**config.mk**
```make
export PLATFORM = sky130hd
export DESIGN_NAME = bscc_top
export DESIGN_NICKNAME = d
export VERILOG_FILES = /design/src/rtl/bscc_sync2.v /design/src/rtl/bscc_top.v
export VERILOG_INCLUDE_DIRS = /design/src /design/src/rtl
export SDC_FILE = /design/constraint.sdc
export NUM_CORES = 1
export LEC_CHECK = 0
export ABC_CLOCK_PERIOD_IN_PS = 36500
export BUFFER_PORTS_ARGS = -buffer_cell sky130_fd_sc_hd__buf_2
export CAP_MARGIN = 20
export CORE_MARGIN = 4
export CORE_UTILIZATION = 30
export CTS_BUF_LIST = sky130_fd_sc_hd__clkbuf_4 sky130_fd_sc_hd__clkbuf_8
export DETAILED_ROUTE_END_ITERATION = 16
export PLACE_DENSITY_LB_ADDON = 0.12
export SLEW_MARGIN = 20
export SYNTH_ARGS = -nofsm -noshare
export SYNTH_HDL_FRONTEND = slang
export SYNTH_SLANG_ARGS = --single-unit
export TNS_END_PERCENT = 30
```
**constraint.sdc**
```tcl
create_clock -name i_clk_sys -period 36.5 [get_ports i_clk_sys]
set_clock_uncertainty 0.2 [all_clocks]
set_input_delay 5.475 -clock i_clk_sys [delete_from_list [all_inputs] [get_ports i_clk_sys]]
set_output_delay 5.475 -clock i_clk_sys [all_outputs]
set_load 0.02 [all_outputs]
```
**src/rtl/bscc_consts.vh**
```
// Constants for the boost switching clock control block.
`ifndef BSCC_CONSTS_VH
`define BSCC_CONSTS_VH
`define BSCC_CLK_HZ 50000000
`define BSCC_SS_DELAY_US 256
`define BSCC_SS_DELAY_CYC ((`BSCC_SS_DELAY_US * (`BSCC_CLK_HZ / 1000000)))
`define BSCC_ILIM_HOLD_MS 1500
`define BSCC_ILIM_HOLD_CYC (`BSCC_ILIM_HOLD_MS * (`BSCC_CLK_HZ / 1000))
`define BSCC_WIN_US 10
`define BSCC_WIN_CYC (`BSCC_WIN_US * (`BSCC_CLK_HZ / 1000000))
`define BSCC_SYNC_MIN_KHZ 300
`define BSCC_SYNC_MAX_KHZ 2200
`define BSCC_RANGE1_KHZ 480
`define BSCC_RANGE2_KHZ 1150
`define BSCC_RANGE3_KHZ 1650
`define BSCC_SS_DEV_PCT 3
`define BSCC_SS_MOD_HZ 1000
`define BSCC_SS_TRI_STEPS 64
`define BSCC_SS_STEP_CYC (`BSCC_CLK_HZ / (`BSCC_SS_MOD_HZ * 2 * (`BSCC_SS_TRI_STEPS - 1)))
`define BSCC_RESET_PERIOD 16'h00A6
`endif

```
**src/rtl/bscc_sync2.v**
```verilog
// Two-flop synchroniser for one asynchronous level.
`timescale 1ns/1ns
module bscc_sync2 (
  // Clock and reset
  input wire i_clk_sys,
  input wire i_sys_rst,
  // Asynchronous level in, synchronised level out
  input wire i_async,
  output reg o_sync
);
  reg meta_r;
  always @(posedge i_clk_sys)
  begin
    if (i_sys_rst)
    begin
      meta_r <= 1'b0;
      o_sync <= 1'b0;
    end
    else
    begin
      meta_r <= i_async;
      o_sync <= meta_r;
    end
  end
endmodule // bscc_sync2

```
**src/rtl/bscc_top.v**
```verilog
// Switching clock source selection, spread spectrum, range, current limit and sink detection.
`timescale 1ns/1ns
`include "bscc_consts.vh"
// Summary of operation
// - Lock the switching clock to a 300 kHz to 2.2 MHz sync clock.
// - When sync clock stops, keep switching at the resistor-set frequency.
// - Clock stops with sync low: continue at once without spread spectrum.
// - Clock stops with sync high: enable spread spectrum after 256 us.
// - Spread spectrum modulates plus or minus three percent at 1 kHz.
// - Never modulate while locked to the external clock.
// - Static low disables, static high enables, toggling selects external sync.
// - Pick loop parameter range from boundaries at 480, 1150, 1650 kHz.
// - Limit is 2 A; on reaching it raise to 2.5 A for 1.5 s.
// - Under sustained overload alternate 2 A and 2.5 A every 1.5 s.
// - A 48 V comparator stops switching regardless of the feedback loop.
// - At start-up disable and exclude each grounded LED sink output.
module bscc_top #(
  parameter NUM_SINKS = 4,
  parameter PERIOD_W = 16,
  parameter ILIM_HOLD_CYC = `BSCC_ILIM_HOLD_CYC,
  parameter SS_DELAY_CYC = `BSCC_SS_DELAY_CYC,
  parameter WIN_CYC = `BSCC_WIN_CYC
) (
  // Clock and reset (reset is the device enable)
  input wire i_clk_sys,
  input wire i_sys_rst,
  // Sync pin and resistor-set period (system cycles per switching period)
  input wire i_sync,
  input wire [PERIOD_W-1:0] i_frequency_set_resistor_pin_period,
  // Analog comparator flags
  input wire i_ilim_hit,
  input wire i_switch_node_ovp,
  input wire [NUM_SINKS-1:0] i_led_sink_output_grounded,
  input wire i_startup_done,
  // Switching clock and mode
  output reg o_sw_clk,
  output reg o_ext_sync_mode,
  output reg o_ss_active,
  output reg [1:0] o_freq_range,
  output reg o_ilim_high,
  output reg o_switch_enable,
  output reg [NUM_SINKS-1:0] o_sink_enable
);
  localparam CW = 28;
  localparam ST_FREE = 3'b001;
  localparam ST_EXT = 3'b010;
  localparam ST_WAIT = 3'b100;
  wire sync_s;
  reg sync_d_r;
  reg [2:0] state_r;
  reg [2:0] state_nxt;
  reg [CW-1:0] win_cnt_r;
  reg [3:0] edge_cnt_r;
  reg toggling_r;
  reg [CW-1:0] ext_per_cnt_r;
  reg [PERIOD_W-1:0] ext_period_r;
  reg [CW-1:0] delay_cnt_r;
  reg [PERIOD_W-1:0] osc_cnt_r;
  reg [CW-1:0] ss_step_cnt_r;
  reg [5:0] ss_tri_r;
  reg ss_up_r;
  reg [CW-1:0] ilim_cnt_r;
  reg ilim_busy_r;
  reg sinks_latched_r;
  reg [2:0] settle_r;
  wire rise = sync_s & ~sync_d_r & settle_r[2];
  wire win_end = (win_cnt_r == WIN_CYC - 1);
  wire [PERIOD_W-1:0] ss_dev;
  wire [PERIOD_W-1:0] free_period;
  wire [PERIOD_W-1:0] act_period;
  bscc_sync2 u_sync (
    .i_clk_sys(i_clk_sys),
    .i_sys_rst(i_sys_rst),
    .i_async(i_sync),
    .o_sync(sync_s)
  );
  // Edge counting separates a clock from a level; a pin resting high after reset is no edge.
  always @(posedge i_clk_sys)
  begin
    if (i_sys_rst)
    begin
      sync_d_r <= 1'b0;
      settle_r <= 3'h0;
      win_cnt_r <= {CW{1'b0}};
      edge_cnt_r <= 4'h0;
      toggling_r <= 1'b0;
    end
    else
    begin
      sync_d_r <= sync_s;
      settle_r <= {settle_r[1:0], 1'b1};
      if (win_end)
      begin
        win_cnt_r <= {CW{1'b0}};
        toggling_r <= (edge_cnt_r != 4'h0) || rise;
        edge_cnt_r <= 4'h0;
      end
      else
      begin
        win_cnt_r <= win_cnt_r + 1'b1;
        if (rise && edge_cnt_r != 4'hF)
          edge_cnt_r <= edge_cnt_r + 1'b1;
      end
    end
  end
  // Measure the external period between rising edges.
  always @(posedge i_clk_sys)
  begin
    if (i_sys_rst)
    begin
      ext_per_cnt_r <= {CW{1'b0}};
      ext_period_r <= `BSCC_RESET_PERIOD;
    end
    else if (rise)
    begin
      ext_per_cnt_r <= {CW{1'b0}};
      ext_period_r <= ext_per_cnt_r[PERIOD_W-1:0] + 1'b1;
    end
    else if (ext_per_cnt_r != {CW{1'b1}})
      ext_per_cnt_r <= ext_per_cnt_r + 1'b1;
  end
  // Mode selection by the sync pin.
  always @*
  begin
    state_nxt = state_r;
    case (state_r)
      ST_FREE:
        if (toggling_r)
          state_nxt = ST_EXT;
      ST_EXT:
        if (!toggling_r)
          state_nxt = sync_s ? ST_WAIT : ST_FREE;
      ST_WAIT:
        if (toggling_r)
          state_nxt = ST_EXT;
        else if (!sync_s)
          state_nxt = ST_FREE;
      default:
        state_nxt = ST_FREE;
    endcase
  end
  always @(posedge i_clk_sys)
  begin
    if (i_sys_rst)
    begin
      state_r <= ST_FREE;
      delay_cnt_r <= {CW{1'b0}};
      o_ext_sync_mode <= 1'b0;
      o_ss_active <= 1'b0;
    end
    else
    begin
      state_r <= state_nxt;
      o_ext_sync_mode <= (state_nxt == ST_EXT);
      if (state_nxt == ST_WAIT && state_r != ST_WAIT)
        delay_cnt_r <= {CW{1'b0}};
      else if (state_r == ST_WAIT && delay_cnt_r != SS_DELAY_CYC)
        delay_cnt_r <= delay_cnt_r + 1'b1;
      // Entering free-run from a static high right after reset is not delayed.
      if (state_nxt == ST_EXT)
        o_ss_active <= 1'b0;
      else if (state_nxt == ST_WAIT)
        o_ss_active <= (state_r == ST_WAIT) && (delay_cnt_r == SS_DELAY_CYC);
      else
        o_ss_active <= sync_s && !rise && (edge_cnt_r == 4'h0);
    end
  end
  // Triangle modulation of the period, deviation up to period * 3/100.
  wire [31:0] ss_span_w = i_frequency_set_resistor_pin_period * `BSCC_SS_DEV_PCT / 100;
  wire [31:0] ss_dev_w = ss_span_w * ss_tri_r / 63;
  wire [31:0] ss_period_w = i_frequency_set_resistor_pin_period - ss_span_w + {ss_dev, 1'b0};
  assign ss_dev = ss_dev_w[PERIOD_W-1:0];
  assign free_period = o_ss_active ? ss_period_w[PERIOD_W-1:0] : i_frequency_set_resistor_pin_period;
  assign act_period = (state_r == ST_EXT) ? ext_period_r : free_period;
  always @(posedge i_clk_sys)
  begin
    if (i_sys_rst)
    begin
      ss_step_cnt_r <= {CW{1'b0}};
      ss_tri_r <= 6'h00;
      ss_up_r <= 1'b1;
    end
    else if (ss_step_cnt_r == `BSCC_SS_STEP_CYC - 1)
    begin
      ss_step_cnt_r <= {CW{1'b0}};
      if (ss_up_r)
      begin
        ss_tri_r <= ss_tri_r + 1'b1;
        ss_up_r <= (ss_tri_r != 6'h3E);
      end
      else
      begin
        ss_tri_r <= ss_tri_r - 1'b1;
        ss_up_r <= (ss_tri_r == 6'h01);
      end
    end
    else
      ss_step_cnt_r <= ss_step_cnt_r + 1'b1;
  end
  // Switching clock generator; in external mode it realigns to each rising sync edge.
  always @(posedge i_clk_sys)
  begin
    if (i_sys_rst)
    begin
      osc_cnt_r <= {PERIOD_W{1'b0}};
      o_sw_clk <= 1'b0;
    end
    else if ((state_r == ST_EXT && rise) || osc_cnt_r >= act_period - 1'b1)
    begin
      osc_cnt_r <= {PERIOD_W{1'b0}};
      o_sw_clk <= 1'b1;
    end
    else
    begin
      osc_cnt_r <= osc_cnt_r + 1'b1;
      if (osc_cnt_r == (act_period >> 1))
        o_sw_clk <= 1'b0;
    end
  end
  // Range from the active period: f_khz = CLK_HZ / (1000 * period).
  always @(posedge i_clk_sys)
  begin
    if (i_sys_rst)
      o_freq_range <= 2'd0;
    else if (act_period > `BSCC_CLK_HZ / (1000 * `BSCC_RANGE1_KHZ))
      o_freq_range <= 2'd0;
    else if (act_period > `BSCC_CLK_HZ / (1000 * `BSCC_RANGE2_KHZ))
      o_freq_range <= 2'd1;
    else if (act_period > `BSCC_CLK_HZ / (1000 * `BSCC_RANGE3_KHZ))
      o_freq_range <= 2'd2;
    else
      o_freq_range <= 2'd3;
  end
  // Two-level current limit; a sustained hit alternates the phases.
  always @(posedge i_clk_sys)
  begin
    if (i_sys_rst)
    begin
      ilim_cnt_r <= {CW{1'b0}};
      ilim_busy_r <= 1'b0;
      o_ilim_high <= 1'b0;
    end
    else if (!ilim_busy_r)
    begin
      if (i_ilim_hit)
      begin
        ilim_busy_r <= 1'b1;
        o_ilim_high <= 1'b1;
        ilim_cnt_r <= {CW{1'b0}};
      end
    end
    else if (ilim_cnt_r == ILIM_HOLD_CYC - 1)
    begin
      ilim_cnt_r <= {CW{1'b0}};
      if (o_ilim_high)
        o_ilim_high <= 1'b0;
      else if (i_ilim_hit)
        o_ilim_high <= 1'b1;
      else
        ilim_busy_r <= 1'b0;
    end
    else
      ilim_cnt_r <= ilim_cnt_r + 1'b1;
  end

  // The overvoltage cut acts independently of the loop.
  always @(posedge i_clk_sys)
  begin
    if (i_sys_rst)
      o_switch_enable <= 1'b0;
    else
      o_switch_enable <= ~i_switch_node_ovp;
  end

  // Grounded sinks are caught once, at the end of start-up.
  genvar gi;
  generate
    for (gi = 0; gi < NUM_SINKS; gi = gi + 1)
    begin : g_sink
      always @(posedge i_clk_sys)
      begin
        if (i_sys_rst)
          o_sink_enable[gi] <= 1'b0;
        else if (i_startup_done && !sinks_latched_r)
          o_sink_enable[gi] <= ~i_led_sink_output_grounded[gi];
      end
    end
  endgenerate

  always @(posedge i_clk_sys)
  begin
    if (i_sys_rst)
      sinks_latched_r <= 1'b0;
    else if (i_startup_done)
      sinks_latched_r <= 1'b1;
  end
endmodule // bscc_top

```
==> results.sh <==
export IMPL_cts_buffers=37
export IMPL_cts_max_level=2
export IMPL_worst_pin_slew_ps=1030
export IMPL_avgSynthCellArea_sq_um=7.87
export IMPL_vdd_drop_max_mv=0.221
export IMPL_slew_headroom_pct=30.5
export IMPL_postPlaceCellArea_sq_mm=0.0200
export IMPL_power_frac_comb_pct=79.0
export IMPL_initial_core_util_pct=30.3
export IMPL_synth_edf_count=0
export IMPL_cts_tree="built"
export IMPL_route_detailed_drc=0
export IMPL_ys_warn_count=0
export IMPL_synthToLayoutAreaGrowth_pct=9.26
export IMPL_rsz0062_at_grt="false"
export IMPL_grt_max_degree=62
export IMPL_track_usage_pct=15.1
export IMPL_yosysMostFrequentCell="nor2_1"
export IMPL_crit_path_max_incr_delay_ps=830
export IMPL_end_kind="flip-flop"
export IMPL_hold_worst_slack_ps=236
export IMPL_dp_hpwl_um=40000
export IMPL_finalCriticalPeriod_ps=31930
export IMPL_yosys_top_cells_area="dfxtp_1 (22%), ha_1 (6.3%), nor2_1 (5.9%)"
export IMPL_drtIter0Drc=1185
export IMPL_hold_class="flip-flop to flip-flop"
export IMPL_p_int_mw=1.05
export IMPL_path_buf_inv=6
export IMPL_ys_top_cells_by_count="nor2_1 (299), nand2_1 (222), dfxtp_1 (206)"
export IMPL_crit_top_cell="a21oi_1"
export IMPL_fin_crit_sh_pct=87.5
export IMPL_drive_gt1_share_pct=9.99
export IMPL_swShare_pct=52.8
export IMPL_cts_sinks=206
export IMPL_arrival_ps=32180
export IMPL_grt_pass1_vias=16900
export IMPL_tns_ps=0
export IMPL_power_share_clock_pct=10.7
export IMPL_wl_per_cell_um=15.8
export IMPL_dieHeight_um=260
export IMPL_async_reset_ff_share_pct=0
export IMPL_viasPerCell=5.28
export IMPL_cts_setup_buffers=0
export IMPL_clock_path_buffers=3
export IMPL_start_kind="input pin"
export IMPL_chipWidth_um=260
export IMPL_syn_nets=2600
export IMPL_max_freq_ghz=0.0313
export IMPL_vias=17400
export IMPL_place_congestion=0.843
export IMPL_grt_pass1_wl_um=86100
export IMPL_pre_cts_ws_ps=3910
export IMPL_root_buffer="clkbuf_8"
export IMPL_syn_cell_area_sq_mm=0.0191
export IMPL_crit_family="compound AO/OA/AOI/OAI gates"
export IMPL_outcome="completed"
export IMPL_total_power_mw=2.23
export IMPL_hold_viol=0
export IMPL_overflow=0
export IMPL_ys_seq_area_share_pct=21.6
export IMPL_ys_types=136
export IMPL_criticalPathCategory="input pin to flip-flop"
export IMPL_slew_violations=0
export IMPL_ys_ff_latch=206
export IMPL_required_ps=36750
export IMPL_fin_ws_ps=4570
export IMPL_cp_slowest_cell="nor4_1"
export IMPL_yosysTopAreaCell="dfxtp_1"
export IMPL_row_count=92
export IMPL_p_leak_nw=8.13
export IMPL_dieArea_sq_mm=0.0677
export IMPL_clk_pin_slew_worst_paths_ps=60
export IMPL_ant_nets=0
export IMPL_drtPass1Iterations=7
export IMPL_antenna_found_initial=1
export IMPL_crit_fanout=16
export IMPL_drv_cap=0
export IMPL_numPortBuffers=36
export IMPL_layout_nets=2595
export IMPL_io_pins=37
export IMPL_clock_latency_ps=540
export IMPL_setup_viol=0
export IMPL_fill_cells=6730
export IMPL_synth_main_ff_cell="dfxtp_1"
export IMPL_pwr_share_seq_pct=10.3
export IMPL_power_switching_mw=1.18
export IMPL_coreArea_sq_mm=0.0630
export IMPL_drt_wl_total_um=52100
export IMPL_power_density_mw_per_mm2=107
export IMPL_cts_resized=0
export IMPL_netlist_area_leader_share_pct=21.6
export IMPL_stdcell_area_sq_mm=0.0208
export IMPL_ctsHoldBuffers=0
export IMPL_syn_inst=2424
-- path summary, 6_finish.rpt --
| check | start | end | slack, ps | cells after the start |
|---|---|---|---|---|
| hold / removal | settle_r[0] | settle_r[1] | 240 | 1 |
| setup / recovery | i_frequency_set_resistor_pin_period[1] | osc_cnt_r[7] | 4570 | 98 |
| setup reg to reg | ss_tri_r[1] | osc_cnt_r[7] | 18150 | 66 |
| hold reg to reg | settle_r[0] | settle_r[1] | 240 | 1 |
-- flip-flops by register name, indices dropped and copies added (netlist names), 2 cells and up --
register	flops
delay_cnt_r	28
ext_per_cnt_r	28
ilim_cnt_r	28
ss_step_cnt_r	28
win_cnt_r	28
ext_period_r	16
osc_cnt_r	16
ss_tri_r	6
edge_cnt_r	4
o_sink_enable	4
settle_r	3
state_r	3
o_freq_range	2
-- per-stage QoR --
stage | utilization [%] | std cells
floorplan | - | 2424
global placement | 31.8 | 3226
detailed placement | 31.8 | 3226
CTS | 33.1 | 3289
global route | 33.1 | 3290
finish | 33.1 | 3290
-- worst register-to-register path: cells and delay by family, from the launching register on --
kind	cells	cell delay (ps)
AOI/OAI and AO/OA	30	7620
xor gates and xnor gates	4	1130
adders and majority gates	9	3530
buffers and inverters	4	510
DFF	1	790
muxes	2	650
and+or+nand+nor	17	3890
-- routing by layer --
metal	track usage [%]	vias up	share of wire (%)
met2	26.2	348	48
li1	-	8670	-
met1	19.6	8260	46
met5	0	-	0
met4	4.85	0	2.8
met3	1.51	86	3.3
-- placed cells by master, fill, tap and decap left out, drive strengths merged, types with 42 or more instances in the layout --
cell | synthesis | layout
nor2 | 305 | 305
nand2 | 223 | 223
dfxtp | 206 | 206
a21oi | 164 | 164
inv | 132 | 132
xnor2 | 122 | 122
xor2 | 111 | 111
nand3 | 104 | 104
o21ai | 103 | 103
ha | 96 | 96
and3 | 62 | 62
clkbuf | 54 | 61
fa | 54 | 54
a211oi | 49 | 49
buf | 33 | 43
nor3 | 42 | 42
-- power groups by stage --
stage                     clock network (mW)  registers [mW]  logic, mW
after CTS                              0.252           0.230       1.75
after global placement                     0           0.235       1.74
after detailed placement                   0           0.235       1.74
after floorplan                            0           0.235       1.40
after global routing                   0.261           0.230       1.96
final                                  0.239           0.230       1.77
-- layout make-up --
type / instances / area (sq um) / area share (%)
timing repair buffer: 43 / 233 / 1.12
antenna: 1 / 2.50 / 0.0120
inverter: 132 / 495 / 2.38
clock inverter: 2 / 37.5 / 0.180
sequential: 206 / 4120 / 19.8
multi-input combinational: 1999 / 14100 / 67.6
clock buffer: 61 / 796 / 3.82
tap: 846 / 1060 / 5.08
-- cell families (layout without fill, tap and decap cells) --
kind of cell / Yosys count / count (layout) / synth area share, %
compound gates: 595 / 595 / 23.0
xor+xnor: 234 / 234 / 11.0
fa+ha+maj: 153 / 153 / 12.1
buf+inv: 219 / 238 / 4.64
flops: 206 / 206 / 21.6
mux: 39 / 39 / 2.30
other cells: 0 / 1 / 0
simple gates: 978 / 978 / 25.3
Power figures use the tool's default switching activity.
